**config.mk**
```make
export PLATFORM = sky130hd
export DESIGN_NAME = cct_top
export DESIGN_NICKNAME = d
export VERILOG_FILES = /design/src/hw/cct_pkg.sv /design/src/hw/cct_duty_gen.sv /design/src/hw/cct_top.sv
export SDC_FILE = /design/constraint.sdc
export NUM_CORES = 1
export LEC_CHECK = 0
export BUFFER_PORTS_ARGS = -buffer_cell sky130_fd_sc_hd__buf_2
export CAP_MARGIN = 15
export CELL_PAD_IN_SITES_DETAIL_PLACEMENT = 1
export CELL_PAD_IN_SITES_GLOBAL_PLACEMENT = 2
export CORE_AREA = 2 2 133 135
export CTS_BUF_LIST = sky130_fd_sc_hd__clkbuf_4
export DETAILED_ROUTE_END_ITERATION = 8
export DIE_AREA = 0 0 135 137
export GPL_TIMING_DRIVEN = 0
export PLACE_DENSITY_LB_ADDON = 0.1
export SYNTH_ARGS = -nofsm -noshare
export SYNTH_HDL_FRONTEND = slang
export SYNTH_SLANG_ARGS = --single-unit
```
**constraint.sdc**
```tcl
create_clock -name i_clk -period 2.9 [get_ports i_clk]
set_input_delay 0.87 -clock i_clk [delete_from_list [all_inputs] [get_ports i_clk]]
set_output_delay 0.87 -clock i_clk [all_outputs]
set_load 0.02 [all_outputs]
```
**src/hw/cct_pkg.sv**
```systemverilog
/*
 * Package for the processor clock throttle control block: register offsets,
 * field positions, reset values, timing counts and shared types.
 * Assumes a single 200 MHz clock and a synchronous 32 kHz time base input.
 */
package cct_pkg;
    localparam logic [7:0]  OFS_ROUTE   = 8'h04;
    localparam logic [7:0]  OFS_GENERAL_PURPOSE_EVENT_ENABLE    = 8'h0E;
    localparam logic [7:0]  OFS_PCTL    = 8'h10;
    localparam logic [7:0]  OFS_LEVEL2_ENTRY_REG    = 8'h14;
    localparam logic [7:0]  OFS_LEVEL3_ENTRY_REG    = 8'h15;
    localparam logic [7:0]  OFS_GLOBAL_EVENT_ENABLE   = 8'h20;
    localparam logic [7:0]  OFS_INTPIN  = 8'h3D;
    localparam logic [7:0]  OFS_FBCNT   = 8'h48;
    localparam logic [7:0]  OFS_STATE   = 8'h50;
    localparam logic [15:0] RST16       = 16'h0000;
    localparam logic [7:0]  RST8        = 8'h00;
    localparam int          B_SCI_ROUTE_ENABLE    = 0;
    localparam int          B_THERMAL_ENABLE   = 0;
    localparam int          B_USB_EN    = 8;
    localparam int          B_GENERAL_INPUT_ENABLE    = 9;
    localparam int          B_RING_EN   = 10;
    localparam int          B_LID_EN    = 11;
    localparam int          B_THROTTLE_ENABLE    = 4;
    localparam int          B_CLOCK_CONTROL_ENABLE     = 5;
    localparam int          B_SLEEP_EN  = 6;
    localparam int          B_BRST_SEL  = 7;
    localparam int          B_DUTY_LO   = 1;
    localparam int          B_THERMAL_ALARM_IN_BK   = 2;
    localparam int          B_FB_STEP   = 5;
    localparam int          B_LOCK_RES  = 6;
    // Last phase of the eight-tick throttle period, and duty steps of one tick each
    localparam logic [2:0]  TICKS_PER_PERIOD = 3'h7;
    localparam logic [3:0]  DUTY_STEPS  = 4'h8;
    localparam int          CLK_MHZ     = 200;
    localparam int          FB_FINE_US  = 8;
    localparam int          FB_COARSE_US = 1000;
    localparam int          FB_FINE_CYC = FB_FINE_US * CLK_MHZ;
    localparam int          FB_COARSE_CYC = FB_COARSE_US * CLK_MHZ;
    localparam int          THERMAL_ALARM_IN_TICKS_S = 32768;
    localparam int          THERMAL_ALARM_IN_SECONDS = 2;
    localparam logic [2:0]  EXIT_TICKS_NOSLEEP = 3'h2;
    localparam logic [2:0]  EXIT_TICKS_SLEEP   = 3'h4;

    typedef enum logic [4:0] {
        ST_RUN    = 5'h01,
        ST_GRANT  = 5'h02,
        ST_THROT  = 5'h04,
        ST_EXIT   = 5'h08,
        ST_BURST  = 5'h10
    } cct_state_t;

    typedef struct packed {
        logic [7:0] addr;
        logic       rd;
        logic       wr;
        logic [15:0] wdata;
    } cct_io_req_t;

    typedef struct packed {
        logic ring;
        logic usb;
        logic lid;
        logic gpi;
        logic thermal;
    } cct_evt_t;
endpackage

```
**src/hw/cct_duty_gen.sv**
```systemverilog
/*
 * Throttle waveform generator: eight time-base ticks per period, stop-clock
 * asserted for eight ticks less the programmed code (code 0 gives none).
 * Assumes tick is a one-cycle pulse synchronous to i_clk.
 */
`timescale 1ns/1ps
module cct_duty_gen
    import cct_pkg::*;
(
    // Clock and reset
    input  wire logic       i_clk,
    input  wire logic       i_rst_n,
    // Control
    input  wire logic       i_run,
    input  wire logic       i_tick,
    input  wire logic [2:0] i_duty,
    // Waveform
    output logic            o_assert
);
    typedef struct packed {
        logic [2:0] phase;
        logic       out;
    } cct_dg_t;

    cct_dg_t s_reg;
    cct_dg_t s_next;

    // Ticks asserted per period: code 1 gives 7 of 8, code 7 gives 1 of 8
    function automatic logic [3:0] on_ticks(input logic [2:0] code);
        if (code == 3'h0) begin
            on_ticks = 4'h0;
        end else begin
            on_ticks = DUTY_STEPS - {1'b0, code};
        end
    endfunction

    always_comb begin
        s_next = s_reg;
        if (!i_run) begin
            s_next.phase = 3'h0;
            s_next.out   = 1'b0;
        end else begin
            if (i_tick) begin
                s_next.phase = (s_reg.phase == TICKS_PER_PERIOD) ? 3'h0
                             : s_reg.phase + 3'h1;
            end
            s_next.out = ({1'b0, s_next.phase} < on_ticks(i_duty));
        end
    end

    always_ff @(posedge i_clk) begin
        if (!i_rst_n) begin
            s_reg <= '0;
        end else begin
            s_reg <= s_next;
        end
    end

    assign o_assert = s_reg.out;
endmodule

```
**src/hw/cct_top.sv**
```systemverilog
/*
 * Processor clock throttle control: I/O registers, clock control state
 * machine, thermal override, event routing and fast burst step timer.
 * Assumes a synchronous single-cycle I/O port and synchronous inputs.
 */
`timescale 1ns/1ps
module cct_top
    import cct_pkg::*;
#(
    parameter int THERMAL_ALARM_IN_HOLD_CYC = THERMAL_ALARM_IN_SECONDS * THERMAL_ALARM_IN_TICKS_S,
    parameter int FB_COARSE     = FB_COARSE_CYC
)
(
    // Clock and reset
    input  wire logic          i_clk,
    input  wire logic          i_rst_n,
    // Register port
    input  cct_pkg::cct_io_req_t i_io,
    output logic [15:0]        o_rdata,
    // Time base and events
    input  wire logic          i_tick_32k,
    input  wire logic          i_hw_event,
    input  cct_pkg::cct_evt_t  i_evt,
    input  wire logic          i_thermal_alarm_in_n,
    // Processor pins
    output logic               o_stop_clock_out_n,
    output logic               o_cache_sleep_out,
    // Event outputs
    output logic               o_sci,
    output logic               o_system_mgmt_interrupt,
    output logic               o_resume,
    output logic               o_break_pulse,
    output logic               o_burst_pulse,
    output logic               o_fb_step
);
    import cct_pkg::*;

    typedef struct packed {
        logic [15:0] general_purpose_event_enable;
        logic [7:0]  pctl;
        logic [15:0] global_event_enable;
        logic        route;
        logic [7:0]  fbcnt;
        cct_state_t  st;
        cct_state_t  saved;
        logic        thermal_alarm_in_ovr;
        logic [31:0] thermal_alarm_in_cnt;
        logic [2:0]  exit_cnt;
        logic [31:0] fb_cnt;
        logic        fb_step;
        logic [15:0] rdata;
        logic        stp;
        logic        zz;
        logic        sci;
        logic        smi;
        logic        rsm;
        logic        brk;
        logic        bst;
        logic        alarm_d;
    } cct_s_t;

    cct_s_t s_reg;
    cct_s_t s_next;
    logic   duty_assert;
    logic   duty_run;

    function automatic logic hit(input cct_io_req_t r, input logic [7:0] a);
        hit = (r.addr == a);
    endfunction

    // Throttle waveform runs in throttled grant or thermal override
    assign duty_run = (s_reg.st == ST_THROT) || s_reg.thermal_alarm_in_ovr;

    cct_duty_gen u_duty (
        .i_clk    (i_clk),
        .i_rst_n  (i_rst_n),
        .i_run    (duty_run),
        .i_tick   (i_tick_32k),
        .i_duty   (s_reg.pctl[B_DUTY_LO +: 3]),
        .o_assert (duty_assert)
    );

    always_comb begin
        logic clock_control_enable;
        logic throttle_enable;
        logic alarm;
        logic brk_ev;
        logic lvl_rd;
        logic [31:0] fb_lim;
        clock_control_enable  = 1'b0;
        throttle_enable = 1'b0;
        alarm  = 1'b0;
        brk_ev = 1'b0;
        lvl_rd = 1'b0;
        fb_lim = '0;
        s_next = s_reg;
        s_next.brk = 1'b0;
        s_next.bst = 1'b0;

        // Register writes
        if (i_io.wr) begin
            if (hit(i_io, OFS_GENERAL_PURPOSE_EVENT_ENABLE))  s_next.general_purpose_event_enable  = i_io.wdata & 16'h0F01;
            if (hit(i_io, OFS_PCTL))  s_next.pctl  = i_io.wdata[7:0];
            if (hit(i_io, OFS_GLOBAL_EVENT_ENABLE)) s_next.global_event_enable = i_io.wdata;
            if (hit(i_io, OFS_ROUTE)) s_next.route = i_io.wdata[B_SCI_ROUTE_ENABLE];
            if (hit(i_io, OFS_FBCNT)) s_next.fbcnt = i_io.wdata[7:0];
        end
        clock_control_enable  = s_next.pctl[B_CLOCK_CONTROL_ENABLE];
        throttle_enable = s_next.pctl[B_THROTTLE_ENABLE];
        lvl_rd = i_io.rd && (hit(i_io, OFS_LEVEL2_ENTRY_REG) || hit(i_io, OFS_LEVEL3_ENTRY_REG));

        // Hardware wake events: stop-break or burst
        brk_ev = i_hw_event && !s_reg.pctl[B_BRST_SEL];
        s_next.bst = i_hw_event && s_reg.pctl[B_BRST_SEL];

        // Thermal override after a long alarm while in any state but ST_RUN
        alarm = !i_thermal_alarm_in_n;
        s_next.alarm_d = alarm;
        if (alarm && s_reg.st != ST_RUN) begin
            if (s_reg.thermal_alarm_in_cnt < THERMAL_ALARM_IN_HOLD_CYC) begin
                s_next.thermal_alarm_in_cnt = s_reg.thermal_alarm_in_cnt + (i_tick_32k ? 32'h1 : 32'h0);
            end else begin
                s_next.thermal_alarm_in_ovr = 1'b1;
            end
        end else if (!alarm) begin
            s_next.thermal_alarm_in_cnt = '0;
            s_next.thermal_alarm_in_ovr = 1'b0;
            if (s_reg.thermal_alarm_in_ovr && s_reg.global_event_enable[B_THERMAL_ALARM_IN_BK]) begin
                brk_ev = 1'b1;
            end
        end
        s_next.brk = brk_ev;

        case (s_reg.st)
            ST_RUN: begin
                if (clock_control_enable && throttle_enable && !lvl_rd) begin
                    s_next.st = ST_THROT;
                end else if (clock_control_enable && lvl_rd) begin
                    s_next.st = ST_GRANT;
                end
            end
            ST_GRANT: begin
                if (!clock_control_enable) begin
                    s_next.st = ST_EXIT;
                end else if (brk_ev && throttle_enable) begin
                    s_next.st = ST_THROT;
                end else if (brk_ev) begin
                    s_next.st = ST_EXIT;
                end
            end
            ST_THROT: begin
                // Break events leave throttling untouched
                if (!clock_control_enable || !throttle_enable) begin
                    s_next.st = ST_RUN;
                end else if (lvl_rd) begin
                    s_next.st = ST_GRANT;
                end
            end
            ST_EXIT: begin
                if (i_tick_32k) begin
                    s_next.exit_cnt = s_reg.exit_cnt + 3'h1;
                end
                if (s_reg.exit_cnt == (s_reg.pctl[B_SLEEP_EN] ? EXIT_TICKS_SLEEP
                                                               : EXIT_TICKS_NOSLEEP)) begin
                    s_next.st       = ST_RUN;
                    s_next.exit_cnt = 3'h0;
                end
            end
            default: s_next.st = ST_RUN;
        endcase

        // Stop-clock and cache sleep
        if (s_reg.thermal_alarm_in_ovr || s_reg.st == ST_THROT) begin
            s_next.stp = duty_assert;
        end else begin
            s_next.stp = (s_reg.st == ST_GRANT) || (s_reg.st == ST_EXIT);
        end
        s_next.zz = s_next.stp && s_reg.pctl[B_SLEEP_EN];

        // Event routing
        s_next.sci = s_reg.route && ((i_evt.ring && s_reg.general_purpose_event_enable[B_RING_EN])
                   || (i_evt.usb && s_reg.general_purpose_event_enable[B_USB_EN])
                   || (i_evt.lid && s_reg.general_purpose_event_enable[B_LID_EN])
                   || (i_evt.gpi && s_reg.general_purpose_event_enable[B_GENERAL_INPUT_ENABLE])
                   || (i_evt.thermal && s_reg.general_purpose_event_enable[B_THERMAL_ENABLE]));
        s_next.smi = !s_reg.route && ((i_evt.lid && s_reg.general_purpose_event_enable[B_LID_EN])
                   || (i_evt.gpi && s_reg.general_purpose_event_enable[B_GENERAL_INPUT_ENABLE])
                   || (i_evt.thermal && s_reg.general_purpose_event_enable[B_THERMAL_ENABLE]));
        s_next.rsm = (i_evt.ring && s_reg.general_purpose_event_enable[B_RING_EN])
                   || (i_evt.usb && s_reg.general_purpose_event_enable[B_USB_EN])
                   || (i_evt.lid && s_reg.general_purpose_event_enable[B_LID_EN])
                   || (i_evt.gpi && s_reg.general_purpose_event_enable[B_GENERAL_INPUT_ENABLE]);

        // Fast burst step timer
        if (s_reg.fbcnt[B_FB_STEP] || s_reg.fbcnt[B_LOCK_RES]) begin
            fb_lim = FB_FINE_CYC;
        end else begin
            fb_lim = FB_COARSE;
        end
        s_next.fb_step = 1'b0;
        if (s_reg.fb_cnt >= fb_lim - 32'h1) begin
            s_next.fb_cnt  = '0;
            s_next.fb_step = 1'b1;
        end else begin
            s_next.fb_cnt = s_reg.fb_cnt + 32'h1;
        end

        // Register reads
        s_next.rdata = 16'h0000;
        if (i_io.rd) begin
            case (i_io.addr)
                OFS_GENERAL_PURPOSE_EVENT_ENABLE:   s_next.rdata = s_reg.general_purpose_event_enable;
                OFS_PCTL:   s_next.rdata = {8'h00, s_reg.pctl};
                OFS_GLOBAL_EVENT_ENABLE:  s_next.rdata = s_reg.global_event_enable;
                OFS_ROUTE:  s_next.rdata = {15'h0000, s_reg.route};
                OFS_FBCNT:  s_next.rdata = {8'h00, s_reg.fbcnt};
                OFS_STATE:  s_next.rdata = {10'h000, s_reg.thermal_alarm_in_ovr, s_reg.st};
                OFS_INTPIN: s_next.rdata = {8'h00, RST8};
                default:    s_next.rdata = 16'h0000;
            endcase
        end
    end

    always_ff @(posedge i_clk) begin
        if (!i_rst_n) begin
            s_reg       <= '0;
            s_reg.general_purpose_event_enable  <= RST16;
            s_reg.pctl  <= RST8;
            s_reg.global_event_enable <= RST16;
            s_reg.fbcnt <= RST8;
            s_reg.st    <= ST_RUN;
            s_reg.saved <= ST_RUN;
            s_reg.alarm_d <= 1'b0;
        end else begin
            s_reg <= s_next;
        end
    end

    assign o_rdata                 = s_reg.rdata;
    assign o_stop_clock_out_n      = !s_reg.stp;
    assign o_cache_sleep_out       = s_reg.zz;
    assign o_sci                   = s_reg.sci;
    assign o_system_mgmt_interrupt = s_reg.smi;
    assign o_resume                = s_reg.rsm;
    assign o_break_pulse           = s_reg.brk;
    assign o_burst_pulse           = s_reg.bst;
    assign o_fb_step               = s_reg.fb_step;
endmodule

```
* Yosys cells after proc, flatten, opt, wreduce, memory -nomap -nowiden *
Index checks and enable logic that the tools add are counted.

word-level totals
  logic and storage cells = 137
  bits in registers = 139
  output and inout bits = 24

cells by class
  bitwise gates (word level) = 1
  $add $sub $neg = 6
  $lt $le $gt $ge = 3
  reductions and logical operators = 50
  muxes and demuxes = 34
  equal/unequal tests = 21

operators with widths
  operator                                                                number
  16-bit one-hot mux with 6 select lines                                  1
  33-bit 2-to-1 mux                                                       2
  5-bit 2-to-1 mux                                                        8
  32-bit by 1-bit adder with 32-bit output                                1
  32-bit by 1-bit adder with 32-bit output, second input constant         1
  32-bit greater-or-equal comparator                                      1
  32-bit by 17-bit < comparator with 1-bit output, second input constant  1
  32-bit 2-to-1 mux                                                       1
  32-bit by 1-bit subtractor with 32-bit output, second input constant    1
  31-bit 2-to-1 mux                                                       1
  8-bit by 5-bit equality test with 1-bit output, second input constant   3
  5-bit one-hot mux with 4 select lines                                   1
  2-bit AND reduction                                                     10
  18-bit 2-to-1 mux                                                       1
  3-bit 2-to-1 mux                                                        6
  1-bit logical AND                                                       17
  8-bit by 7-bit equality test with 1-bit output, second input constant   2
  16-bit 2-to-1 mux                                                       1
  1-bit logical OR                                                        11
  8-bit by 3-bit equality test with 1-bit output, second input constant   1
  8-bit by 4-bit equality test with 1-bit output, second input constant   1
  8-bit by 6-bit equality test with 1-bit output, second input constant   1
  1-bit 2-to-1 mux                                                        8
  4-bit 2-to-1 mux                                                        2
  23 further kinds                                                        32

* Depth between registers and ports, before layout *
Gate-level depths: netlist (run 1).

  depth in word-level cells = 9
  gate-level depth with buffers = 9
  mapped depth without buffers = 8

* Hierarchy *
Synthesis (run 1) repeated with hierarchy kept, for this count alone.

second synthesis, totals
  cell total of the unflattened synthesis = 676
  area, all modules = 6,037.0 um^2

by module, submodules not included
  module        area each (um^2)  seq. area each (um^2)  cells each  times used
  cct_top       5,751.8           2,682.6                645         1
  cct_duty_gen  285.3             80.1                   31          1

* Worst setup path before layout (run 1) *
No wires, ideal clock.

  kind = input port to flip-flop
  start = input port i_io[24] (netlist name)
  end = register s_reg[98] (netlist name)
  stages on the path = 9
  path buffers = 3
  slack = 0.014 ns
  arrival = 2.770 ns
  cell sequence = buf_6 or2_2 buf_2 or4_4 buf_6 mux2i_4 a22oi_1 nand2_1 a41o_1

on the way
  word-level cells in the longest chain between the ends = 7
  elaborated cells on any way between the ends = 24
  those cells by class = eq/ne (6); mux (7); reduce/logical (11)

ends and longest elaborated chain
  item                                                                                 RTL line                        RTL
  from (decl)                                                                          cct_top.sv:18                   input cct_pkg::cct_io_req_t i_io,
  8-bit by 5-bit equality test with 1-bit output                                       cct_top.sv:68                   hit = (r.addr == a);
  6-bit 2-to-1 mux / 1-bit logical OR (equally long branches)                          cct_top.sv:103, cct_top.sv:110
  31-bit 2-to-1 mux / 1-bit logical AND (equally long branches)                        cct_top.sv:101, cct_top.sv:110
  1-bit logical AND (tied with other cells)                                            cct_top.sv:145                  end else if (brk_ev && throttle_enable) begin
  5-bit 2-to-1 mux (tied with other cells)                                             cct_top.sv:145
  5-bit 2-to-1 mux (tied with other cells)                                             cct_top.sv:143                  if (!clock_control_enable) begin
  5-bit one-hot mux with 4 select lines / 4-bit AND reduction (equally long branches)  --
  to (signal assigned)                                                                 cct_top.sv:235                  s_reg <= s_next;
  to (decl)                                                                            cct_top.sv:62                   cct_s_t s_reg;

Parallel ways exist; a longest one is shown, timed or not.
A chain may end at the register's enable or synchronous reset.

* Worst setup path after layout (run 1) *
  start = register s_reg[108] (netlist name)
  end = register s_reg[37] (netlist name)

on the way
  word-level cells in the longest chain between the ends = 5

ends and longest elaborated chain
  item                                           RTL line        RTL
  1-bit logical OR                               cct_top.sv:195  if (s_reg.fbcnt[B_FB_STEP] || s_reg.fbcnt[B_LOCK_RES]) begin
  18-bit 2-to-1 mux                              cct_top.sv:195
  32-bit by 1-bit subtractor with 32-bit output  cct_top.sv:201  if (s_reg.fb_cnt >= fb_lim - 32'h1) begin
  32-bit greater-or-equal comparator             cct_top.sv:201
  2-bit OR reduction (no source line)            --

No other way between the ends.

==> results of run 1 <==
## cells by family (layout without fill, tap and decap cells)
| family | Yosys count | in the layout | synth area share (%) |
|---|---|---|---|
| mux | 13 | 13 | 2.557 |
| compound gates | 100 | 100 | 11.02 |
| flops | 138 | 138 | 48.68 |
| fa+ha+maj | 15 | 15 | 3.307 |
| other cells | 1 | 14 | 0.06607 |
| xor+xnor | 30 | 30 | 4.630 |
| simple gates | 283 | 283 | 24.87 |
| buf+inv | 51 | 142 | 4.872 |
## worst reg2reg max path: cells and delay by family (launching register included)
family / cells / cell delay (ns)
AO/OA/AOI/OAI: 2 / 0.43
adder cells (fa/ha/maj): 1 / 0.20
buffers and inverters: 1 / 0.28
flip-flops: 1 / 0.37
AND/OR/NAND/NOR: 5 / 1.28
## cell type report
class	instances	area [um^2]	share of cell area [%]
buffer	40	236.5	3.586
sequential	138	2763	41.89
tap	225	281.5	4.269
clock buffer	18	135.1	2.049
inverter	11	41.29	0.6261
multi-input combinational	454	2691	40.81
clock inverter	14	146.4	2.220
antenna	1	2.502	0.03794
timing repair buffer	59	297.8	4.515
## layer usage
metal / up-vias / GRT usage [%] / share of wire, %
met4: 0 / 5.613 / 1.0
met2: 73 / 26.00 / 45
met5: - / 0 / 0
met1: 2293 / 23.82 / 51
met3: 12 / 3.889 / 3.2
li1: 2355 / - / -
## worst max path at each step
stage / from / endpoint / slack, ns
2_1_floorplan: i_io[24] / s_reg[98] / 0.01
3_5_place_dp: i_io[21] / s_reg[98] / -0.25
5_1_grt: s_reg[109] / s_reg[37] / 0.03
3_3_place_gp: i_io[18] / o_rdata[5] / -0.72
6_report: s_reg[108] / s_reg[37] / 0.28
4_1_cts: s_reg[108] / s_reg[37] / 0.05
## cell usage in the layout, fill, tap and decap left out, types with 13 or more instances in the layout
| cell type | Yosys | layout |
|---|---|---|
| ha_1 | 15 | 15 |
| xor2_1 | 21 | 21 |
| nand3_1 | 31 | 31 |
| clkbuf_4 | 0 | 19 |
| a22oi_1 | 14 | 14 |
| buf_4 | 16 | 16 |
| a21oi_1 | 50 | 50 |
| and2_1 | 23 | 23 |
| nand2_1 | 79 | 78 |
| conb_1 | 1 | 13 |
| nor2_1 | 65 | 65 |
| clkbuf_1 | 19 | 18 |
| buf_2 | 2 | 60 |
| dfxtp_1 | 138 | 138 |
## per-stage QoR
step	setup WS, ns	std cells	hold slack (ns)	power, mW	util (%)
6_report	0.2839	960	0.4606	3.299	38.67
5_1_grt	0.02503	960	0.4858	3.448	38.67
4_1_cts	0.04835	958	0.4574	3.352	38.55
3_5_place_dp	-0.2506	926	0.4387	2.067	36.89
3_3_place_gp	-0.7233	925	0.4275	2.066	36.86
2_1_floorplan	0.01365	643	0.4132	2.002	-
## power breakdown
group | switching [mW] | internal [mW] | total [mW]
clock | 0.752 | 0.523 | 1.28
combinational | 0.0774 | 0.0356 | 0.113
sequential | 0.00323 | 1.91 | 1.91
total | 0.833 | 2.47 | 3.30
## timing repair
item / in CTS / in global routing
gates resized for setup: 1 / 2
endpoints found under the hold margin: 0 / 0
setup endpoints to repair: 1 / 10
==> impl_metrics.yaml, run 1 <==
timing:
  finalSetupViolations: 0
  maxSlewViolCount: 0
  fin_crit_sh_pct: 90.21
  post-route-min-period_ns: 2.616
  finalHoldViolations: 0
  fin_worst_skew_ns: 0.01537
  rsz0062_at_grt: "false"
  worstMarginPinSlew_ns: 1.180
  relSlewSlack_pct: 20.60
  setup_tns_ns: 0
  fmax_ghz: 0.3823
floorplanning:
  initial_utilization_pct: 33.27
  core-area_um2: 17060
  fp.dieH_um: 137
  pin_count: 60
  num_rows: 48
  die_w_um: 135
  die-area_um2: 18500
grt:
  grt_remaining_overflow: 0
  grt_pass1_wl_um: 24220
  track_usage_pct: 17.05
  grt_pass1_vias: 4766
  antenna_found_initial: 1
  grt_start_max_net_pins: 17
clocking:
  clock_latency_ns: 0.57
  clkSinkCount: 138
  htree_levels: 4
  cts_buffer_depth: 2
  cts_buffers: 17
  cts_tree: "built"
  root_buffer: "clkbuf_4"
  postCtsHoldBufs: 0
  cts_setup_buffers: 0
  path_clk_slew_ns: 0.12
hold_path:
  hold_class: "flip-flop to flip-flop"
  min_to: "s_reg[25]"
  hold_depth: 1
  hold_start: "s_reg[25]"
placement:
  dpl.hpwl_um: 11380
  gp_congestion: 0.7539
  placed_area_um2: 6292
  numPortBuffers: 57
yosys:
  async_reset_ff_share_pct: 0
  postSynthAreaPerCell_um2: 8.994
  synth.most_common_cell: "dfxtp_1"
  synth_edf_count: 0
  synth_cells: 631
  synth_seq_cells: 138
  synthFlopType: "dfxtp_1"
  synthTopCellsByCount: "dfxtp_1 (138), nand2_1 (79), nor2_1 (65)"
  synth.area.top_cells: "dfxtp_1 (49%), nand2_1 (5.2%), a21oi_1 (4.4%), nor2_1 (4.3%), ha_1 (3.3%)"
  ys_seq_area_share_pct: 48.68
  syn-cell-area_um2: 5675
  synth.distinct_cells: 55
  synth_top_area_share_pct: 48.68
  ys_warn_count: 0
  yosys.area.top_type: "dfxtp_1"
final_layout:
  fill_cells: 2069
  largest_register_ffs: 111
  syn_to_final_growth_pct: 16.20
  nNetsFinal: 772
  stdcell_area_um2: 6595
  drive_above_1_share_pct: 17.17
setup_path:
  cp.required_ns: 3.40
  path_buf_inv: 1
  path_depth: 9
  rrSetupSlack_ns: 0.28
  critPathTopFamily: "simple AND/OR/NAND/NOR gates"
  cp-end-kind: "flip-flop"
  crit-reg2reg-launch: "s_reg[108]"
  critPathKind: "flip-flop to flip-flop"
  worstPathArrival_ns: 3.12
  slowest_delay_ns: 0.44
  critPathMaxFanout: 10
  critPathSlowestCell: "or4_1"
  crit_chain: "or2_2 > ha_1 > or4_1 > nor3_1 > o21ai_0 > a41oi_2 > nand2_2 > clkbuf_2 > nor2_1"
  startpoint_type: "flip-flop"
  r2r-end: "s_reg[37]"
  ff2ff_path_depth: 9
run:
  drv_cap: 0
routing:
  via_per_inst: 4.930
  routed_wl_um: 15020
  wl_per_cell_um: 15.65
  antenna_left: 0
  drt-initial-drc-count: 158
  drc: 0
  vias: 4733
  first_pass_iters: 5
status:
  status: "completed"
power_and_ir_drop:
  power.density_nw_per_um2: 500.1
  ir_worst_vdd_mv: 0.2963
  p_leak_nw: 2.514
Power figures use the tool's default switching activity.
==> run 2: changes to the inputs <==
--- a/config.mk
+++ b/config.mk
@@ -9,10 +9,10 @@
 export CAP_MARGIN = 15
 export CELL_PAD_IN_SITES_DETAIL_PLACEMENT = 1
 export CELL_PAD_IN_SITES_GLOBAL_PLACEMENT = 2
-export CORE_AREA = 2 2 133 135
+export CORE_AREA = 3 3 128 130
 export CTS_BUF_LIST = sky130_fd_sc_hd__clkbuf_4
 export DETAILED_ROUTE_END_ITERATION = 8
-export DIE_AREA = 0 0 135 137
+export DIE_AREA = 0 0 131 133
 export GPL_TIMING_DRIVEN = 0
 export PLACE_DENSITY_LB_ADDON = 0.1
 export SYNTH_ARGS = -nofsm -noshare
==> constraint.sdc (replaced) <==
create_clock -name i_clk -period 2.5 [get_ports i_clk]
set_input_delay 0.75 -clock i_clk [delete_from_list [all_inputs] [get_ports i_clk]]
set_output_delay 0.75 -clock i_clk [all_outputs]
set_load 0.02 [all_outputs]
==> run 2 against run 1 <==
  * Sequential share of layout area shrank 0.35 points
  * Flip-flop and latch count is the same
  * Via count grew 1.1%
  * Die area shrank 5.8%
  * First-iteration DRC count grew 8.9%
  * Cell count shrank 1.4%
  * Clock power grew 17%
  * Hold slack lost 0.012 ns
  * Total power grew 17%
  * Utilization grew 4.9 points
  * Register-to-register slack lost 0.06 ns
  * Critical endpoint is now s_reg[99]
  * Largest power group unchanged
  * Highest routed layer unchanged
==> impl_metrics.yaml, run 2 (synthesized netlist as in run 1, its figures left out) <==
setup_path:
  critPathTopFamily: "simple AND/OR/NAND/NOR gates"
  ff2ff_path_depth: 9
  cp-end-kind: "flip-flop"
  critPathMaxFanout: 10
  path_buf_inv: 3
  startpoint_type: "input pin"
  cp.required_ns: 2.95
  critPathSlowestCell: "or4_4"
  path_common_cell: "buf_6"
  critPathKind: "input pin to flip-flop"
  worstPathArrival_ns: 2.86
  path_depth: 9
  crit_chain: "buf_2 > or3_1 > buf_6 > or4_4 > buf_6 > mux2i_1 > o2bb2ai_2 > a21oi_2 > a311oi_1"
  slowest_delay_ns: 0.48
floorplanning:
  die_w_um: 131
  num_rows: 45
  pin_count: 60
  core-area_um2: 15260
  initial_utilization_pct: 37.20
  die-area_um2: 17420
  fp.dieH_um: 133
timing:
  fin_worst_skew_ns: 0.01631
  fin_crit_sh_pct: 96.39
  finalSetupViolations: 0
  relSlewSlack_pct: 49.26
  post-route-min-period_ns: 2.410
  worstMarginPinSlew_ns: 0.7542
  finalHoldViolations: 0
  rsz0062_at_grt: "false"
  maxSlewViolCount: 0
  hold_ws_ns: 0.4487
  fmax_ghz: 0.4150
  setup_ws_ns: 0.09028
routing:
  met1Wirelength_um: 7245
  vias: 4785
  wl_per_cell_um: 16.36
  first_pass_iters: 4
  wl_met3_um: 498
  antenna_left: 0
  drt-initial-drc-count: 172
  routed_wl_um: 15500
  via_per_inst: 5.053
  top_layer: "met4"
  route.met2.wl_um: 7505
  drc: 0
final_layout:
  largest_register_ffs: 111
  layout_common_cells: "dfxtp_1 (138), nand2_1 (78), nor2_1 (65)"
  drive_above_1_share_pct: 17.71
  syn_to_final_growth_pct: 17.20
  layout_commonest_cell: "dfxtp_1"
  nNetsFinal: 773
  final_cell_count_no_fill: 947
placement:
  numPortBuffers: 57
  place_ws_ns: -0.5779
  gp_congestion: 0.8376
  place_inst: 912
  dpl.hpwl_um: 11470
grt:
  grt_pass1_wl_um: 25330
  track_usage_pct: 18.58
  grt_remaining_overflow: 0
  grt_start_max_net_pins: 17
  grt_pass1_vias: 5022
  antenna_found_initial: 1
power_and_ir_drop:
  power.density_nw_per_um2: 579.1
  ir_worst_vdd_mv: 0.2746
  p_total_mw: 3.852
  p_leak_nw: 2.548
clocking:
  cts_buffer_depth: 2
  cts_tree: "built"
  path_clk_slew_ns: 0.11
  cts_buffers: 17
  clkSinkCount: 138
  root_buffer: "clkbuf_4"
  htree_levels: 4
  clock_latency_ns: 0.54
hold_path:
  hold_depth: 3
  hold_class: "input pin to flip-flop"
run:
  drv_cap: 0
status:
  status: "completed"
==> run 2: cell count changes in the layout (fill, tap and decap cells not counted), moves of 2 or more <==
cell / change
clkinvlp_4: -4
inv_6: -4
buf_4: +3
clkinv_1: +3
clkbuf_1: -2
clkbuf_4: +2
nor4b_1: -2
nor4b_2: +2
or2_2: -2
or2_4: +2
==> run 2: tightest hold or removal path, cell delays in order <==
cell and delay, ns:
buf_2 0.09, nand2_1 0.05, a21oi_1 0.05
==> run 2: final timing paths <==
check,from,to,slack [ns]
worst min register to register,s_reg[25],s_reg[25],0.46
worst max-delay path,i_io[21],s_reg[99],0.09
worst min-delay path,i_io[14],s_reg[126],0.45
worst max register to register,s_reg[109],s_reg[27],0.22
==> run 2: what timing repair did <==
action                     4_1_cts  5_1_grt
buffers inserted                 1        2
pin swaps                        1        0
hold buffers                     0        0
setup endpoints to repair       36       26
gates resized for setup          8        3
==> run 2: per-layer routing <==
metal | global-route usage, % | vias up
met2 | 30.28 | 71
li1 | - | 2366
met3 | 4.602 | 18
met4 | 5.771 | 0
met1 | 24.03 | 2330
met5 | 0 | -
==> run 2: final cells by class <==
type	instances	area, um^2
Clock buffer	21	157.7
Inverter	11	41.29
Fill cell	1794	8607
Clock inverter	10	126.4
Sequential cell	138	2763
Tap cell	211	264.0
Multi-Input combinational cell	454	2733
Buffer	39	249.0
Antenna cell	2	5.005
Timing Repair Buffer	61	312.8
==> run 2: power by group <==
part | total [mW] | internal (mW) | switching, mW
Combinational | 0.134 | 0.0431 | 0.0913
Sequential | 2.22 | 2.21 | 0.00407
Clock | 1.50 | 0.720 | 0.783
Total | 3.85 | 2.97 | 0.878
==> run 2: per-stage QoR <==
step                      util, %  setup TNS, ns  cell area [um^2]
after floorplan                 -        -0.4399              5734
after global placement      41.18         -29.28              6284
after detailed placement    41.25         -20.19              6295
after CTS                   43.36              0              6616
after global routing        43.58              0              6649
final                       43.59              0              6651
==> run 3: changes to the inputs <==
--- a/config.mk
+++ b/config.mk
@@ -10,7 +10,7 @@
 export CELL_PAD_IN_SITES_DETAIL_PLACEMENT = 1
 export CELL_PAD_IN_SITES_GLOBAL_PLACEMENT = 2
 export CORE_AREA = 3 3 128 130
-export CTS_BUF_LIST = sky130_fd_sc_hd__clkbuf_4
+export CTS_BUF_LIST = sky130_fd_sc_hd__clkbuf_4 sky130_fd_sc_hd__clkbuf_8
 export DETAILED_ROUTE_END_ITERATION = 8
 export DIE_AREA = 0 0 131 133
 export GPL_TIMING_DRIVEN = 0
==> run 3 against run 2 <==
  * Clock skew shrank 0.0043 ns
  * Sequential power is essentially flat
  * Global-route usage grew 0.31 points
  * Cell count shrank 0.11%
  * Final area grew 2.7%
  * Critical path type unchanged
==> impl_metrics.yaml, run 3 (synthesized netlist as in run 1, its figures left out) <==
status:
  status: "completed"
final_layout:
  drive_above_1_share_pct: 18.66
  final_cell_count_no_fill: 946
  fill_cells: 1768
  syn_to_final_growth_pct: 20.39
  layout_commonest_cell: "dfxtp_1"
  stdcell_area_um2: 6833
  layout_common_cells: "dfxtp_1 (138), nand2_1 (77), nor2_1 (65)"
  nNetsFinal: 773
  fin_util_pct: 44.78
  largest_register_ffs: 111
clocking:
  htree_levels: 4
  clkSinkCount: 138
  cts_buffers: 17
  cts_tree: "built"
  cts_buffer_depth: 2
  postCtsHoldBufs: 0
  clock_latency_ns: 0.44
  path_clk_slew_ns: 0.07
  root_buffer: "clkbuf_8"
timing:
  worstMarginPinSlew_ns: 0.7082
  fin_crit_sh_pct: 97.94
  maxSlewViolCount: 0
  fin_worst_skew_ns: 0.01204
  post-route-min-period_ns: 2.449
  setup_ws_ns: 0.05142
  rsz0062_at_grt: "false"
  fmax_ghz: 0.4084
  finalHoldViolations: 0
  hold_ws_ns: 0.4520
  setup_tns_ns: 0
  finalSetupViolations: 0
  relSlewSlack_pct: 52.35
hold_path:
  hold_depth: 1
  hold_class: "flip-flop to flip-flop"
  min_to: "s_reg[25]"
  hold_start: "s_reg[25]"
routing:
  vias: 4804
  drc: 0
  drt-initial-drc-count: 169
  via_per_inst: 5.078
  wl_per_cell_um: 16.60
  antenna_left: 0
  routed_wl_um: 15710
  first_pass_iters: 4
power_and_ir_drop:
  p_total_mw: 4.319
  p_leak_nw: 2.625
  power.density_nw_per_um2: 632.1
  ir_worst_vdd_mv: 0.2894
setup_path:
  cp.required_ns: 2.84
  critPathKind: "input pin to flip-flop"
  crit-reg2reg-launch: "s_reg[109]"
  critPathMaxFanout: 9
  cp-end-kind: "flip-flop"
  worstPathArrival_ns: 2.78
  ff2ff_path_depth: 9
  rrSetupSlack_ns: 0.24
  r2r-end: "s_reg[27]"
  startpoint_type: "input pin"
floorplanning:
  num_rows: 45
  fp.dieH_um: 133
  core-area_um2: 15260
  pin_count: 60
  die_w_um: 131
  die-area_um2: 17420
  initial_utilization_pct: 37.20
placement:
  place_inst: 912
  numPortBuffers: 57
  placed_area_um2: 6295
  gp_congestion: 0.8376
  dpl.hpwl_um: 11470
  place_ws_ns: -0.5779
grt:
  grt_start_max_net_pins: 17
  track_usage_pct: 18.88
  grt_pass1_vias: 5065
  grt_remaining_overflow: 0
  antenna_found_initial: 0
  grt_pass1_wl_um: 25750
run:
  drv_cap: 0
-- run 3: changes by cell type in the layout (fill, tap and decap cells not counted), moves of 2 or more --
| cell | previous run | this run |
|---|---|---|
| clkinv_1 | 4 | 0 |
| clkbuf_8 | 1 | 22 |
| buf_6 | 4 | 2 |
| clkbuf_4 | 21 | 4 |
-- run 3: timing repair --
action                                  in CTS  in global routing
pin swaps                                    1                  2
resized for setup                           11                  8
buffers inserted                             1                  2
endpoints found under the setup margin      40                 24
-- run 3: worst max-delay path by stage --
| stage | cells past startpoint | slack (ns) | start | end |
|---|---|---|---|---|
| 3_3_place_gp | 7 | -1.05 | i_io[18] | o_rdata[5] |
| 2_1_floorplan | 8 | -0.15 | i_io[21] | s_reg[98] |
| 3_5_place_dp | 8 | -0.58 | i_io[18] | s_reg[125] |
| 4_1_cts | 9 | 0.03 | i_io[21] | s_reg[99] |
| 5_1_grt | 6 | 0.02 | i_io[18] | o_rdata[6] |
| 6_report | 8 | 0.05 | i_io[21] | s_reg[98] |
-- run 3: final cells by class --
type,count,area (um^2),area share [%]
timing repair buffer,61,312.8,4.578
multi-input combinational,454,2768,40.51
sequential,138,2763,40.43
buffer,39,251.5,3.681
antenna,1,2.502,0.03662
tap,211,264.0,3.864
clock buffer,25,319.1,4.669
clock inverter,6,111.4,1.630
inverter,11,41.29,0.6043
-- run 3: routing by layer --
layer	share of wire, %	global-route usage [%]	vias to the layer above	wire, um
met5	0	0	-	0
met3	3.3	4.925	9	518
met1	46	24.21	2377	7255
met4	0.81	5.257	0	127
met2	50	31.15	59	7805
li1	-	-	2359	-
-- run 3: worst max-delay path, stage by stage --
cell,delay [ns]
buf_2,0.15
or3_4,0.45
or4_4,0.51
buf_12,0.16
mux2i_4,0.20
a22oi_2,0.26
nand2_1,0.08
a41o_1,0.21
-- run 3: power by group --
| group | internal, mW | total (mW) | switching, mW | leakage [nW] |
|---|---|---|---|---|
| clock network | 1.13 | 1.97 | 0.835 | 0.220 |
| logic | 0.0428 | 0.136 | 0.0928 | 1.29 |
| registers | 2.21 | 2.21 | 0.00409 | 1.12 |
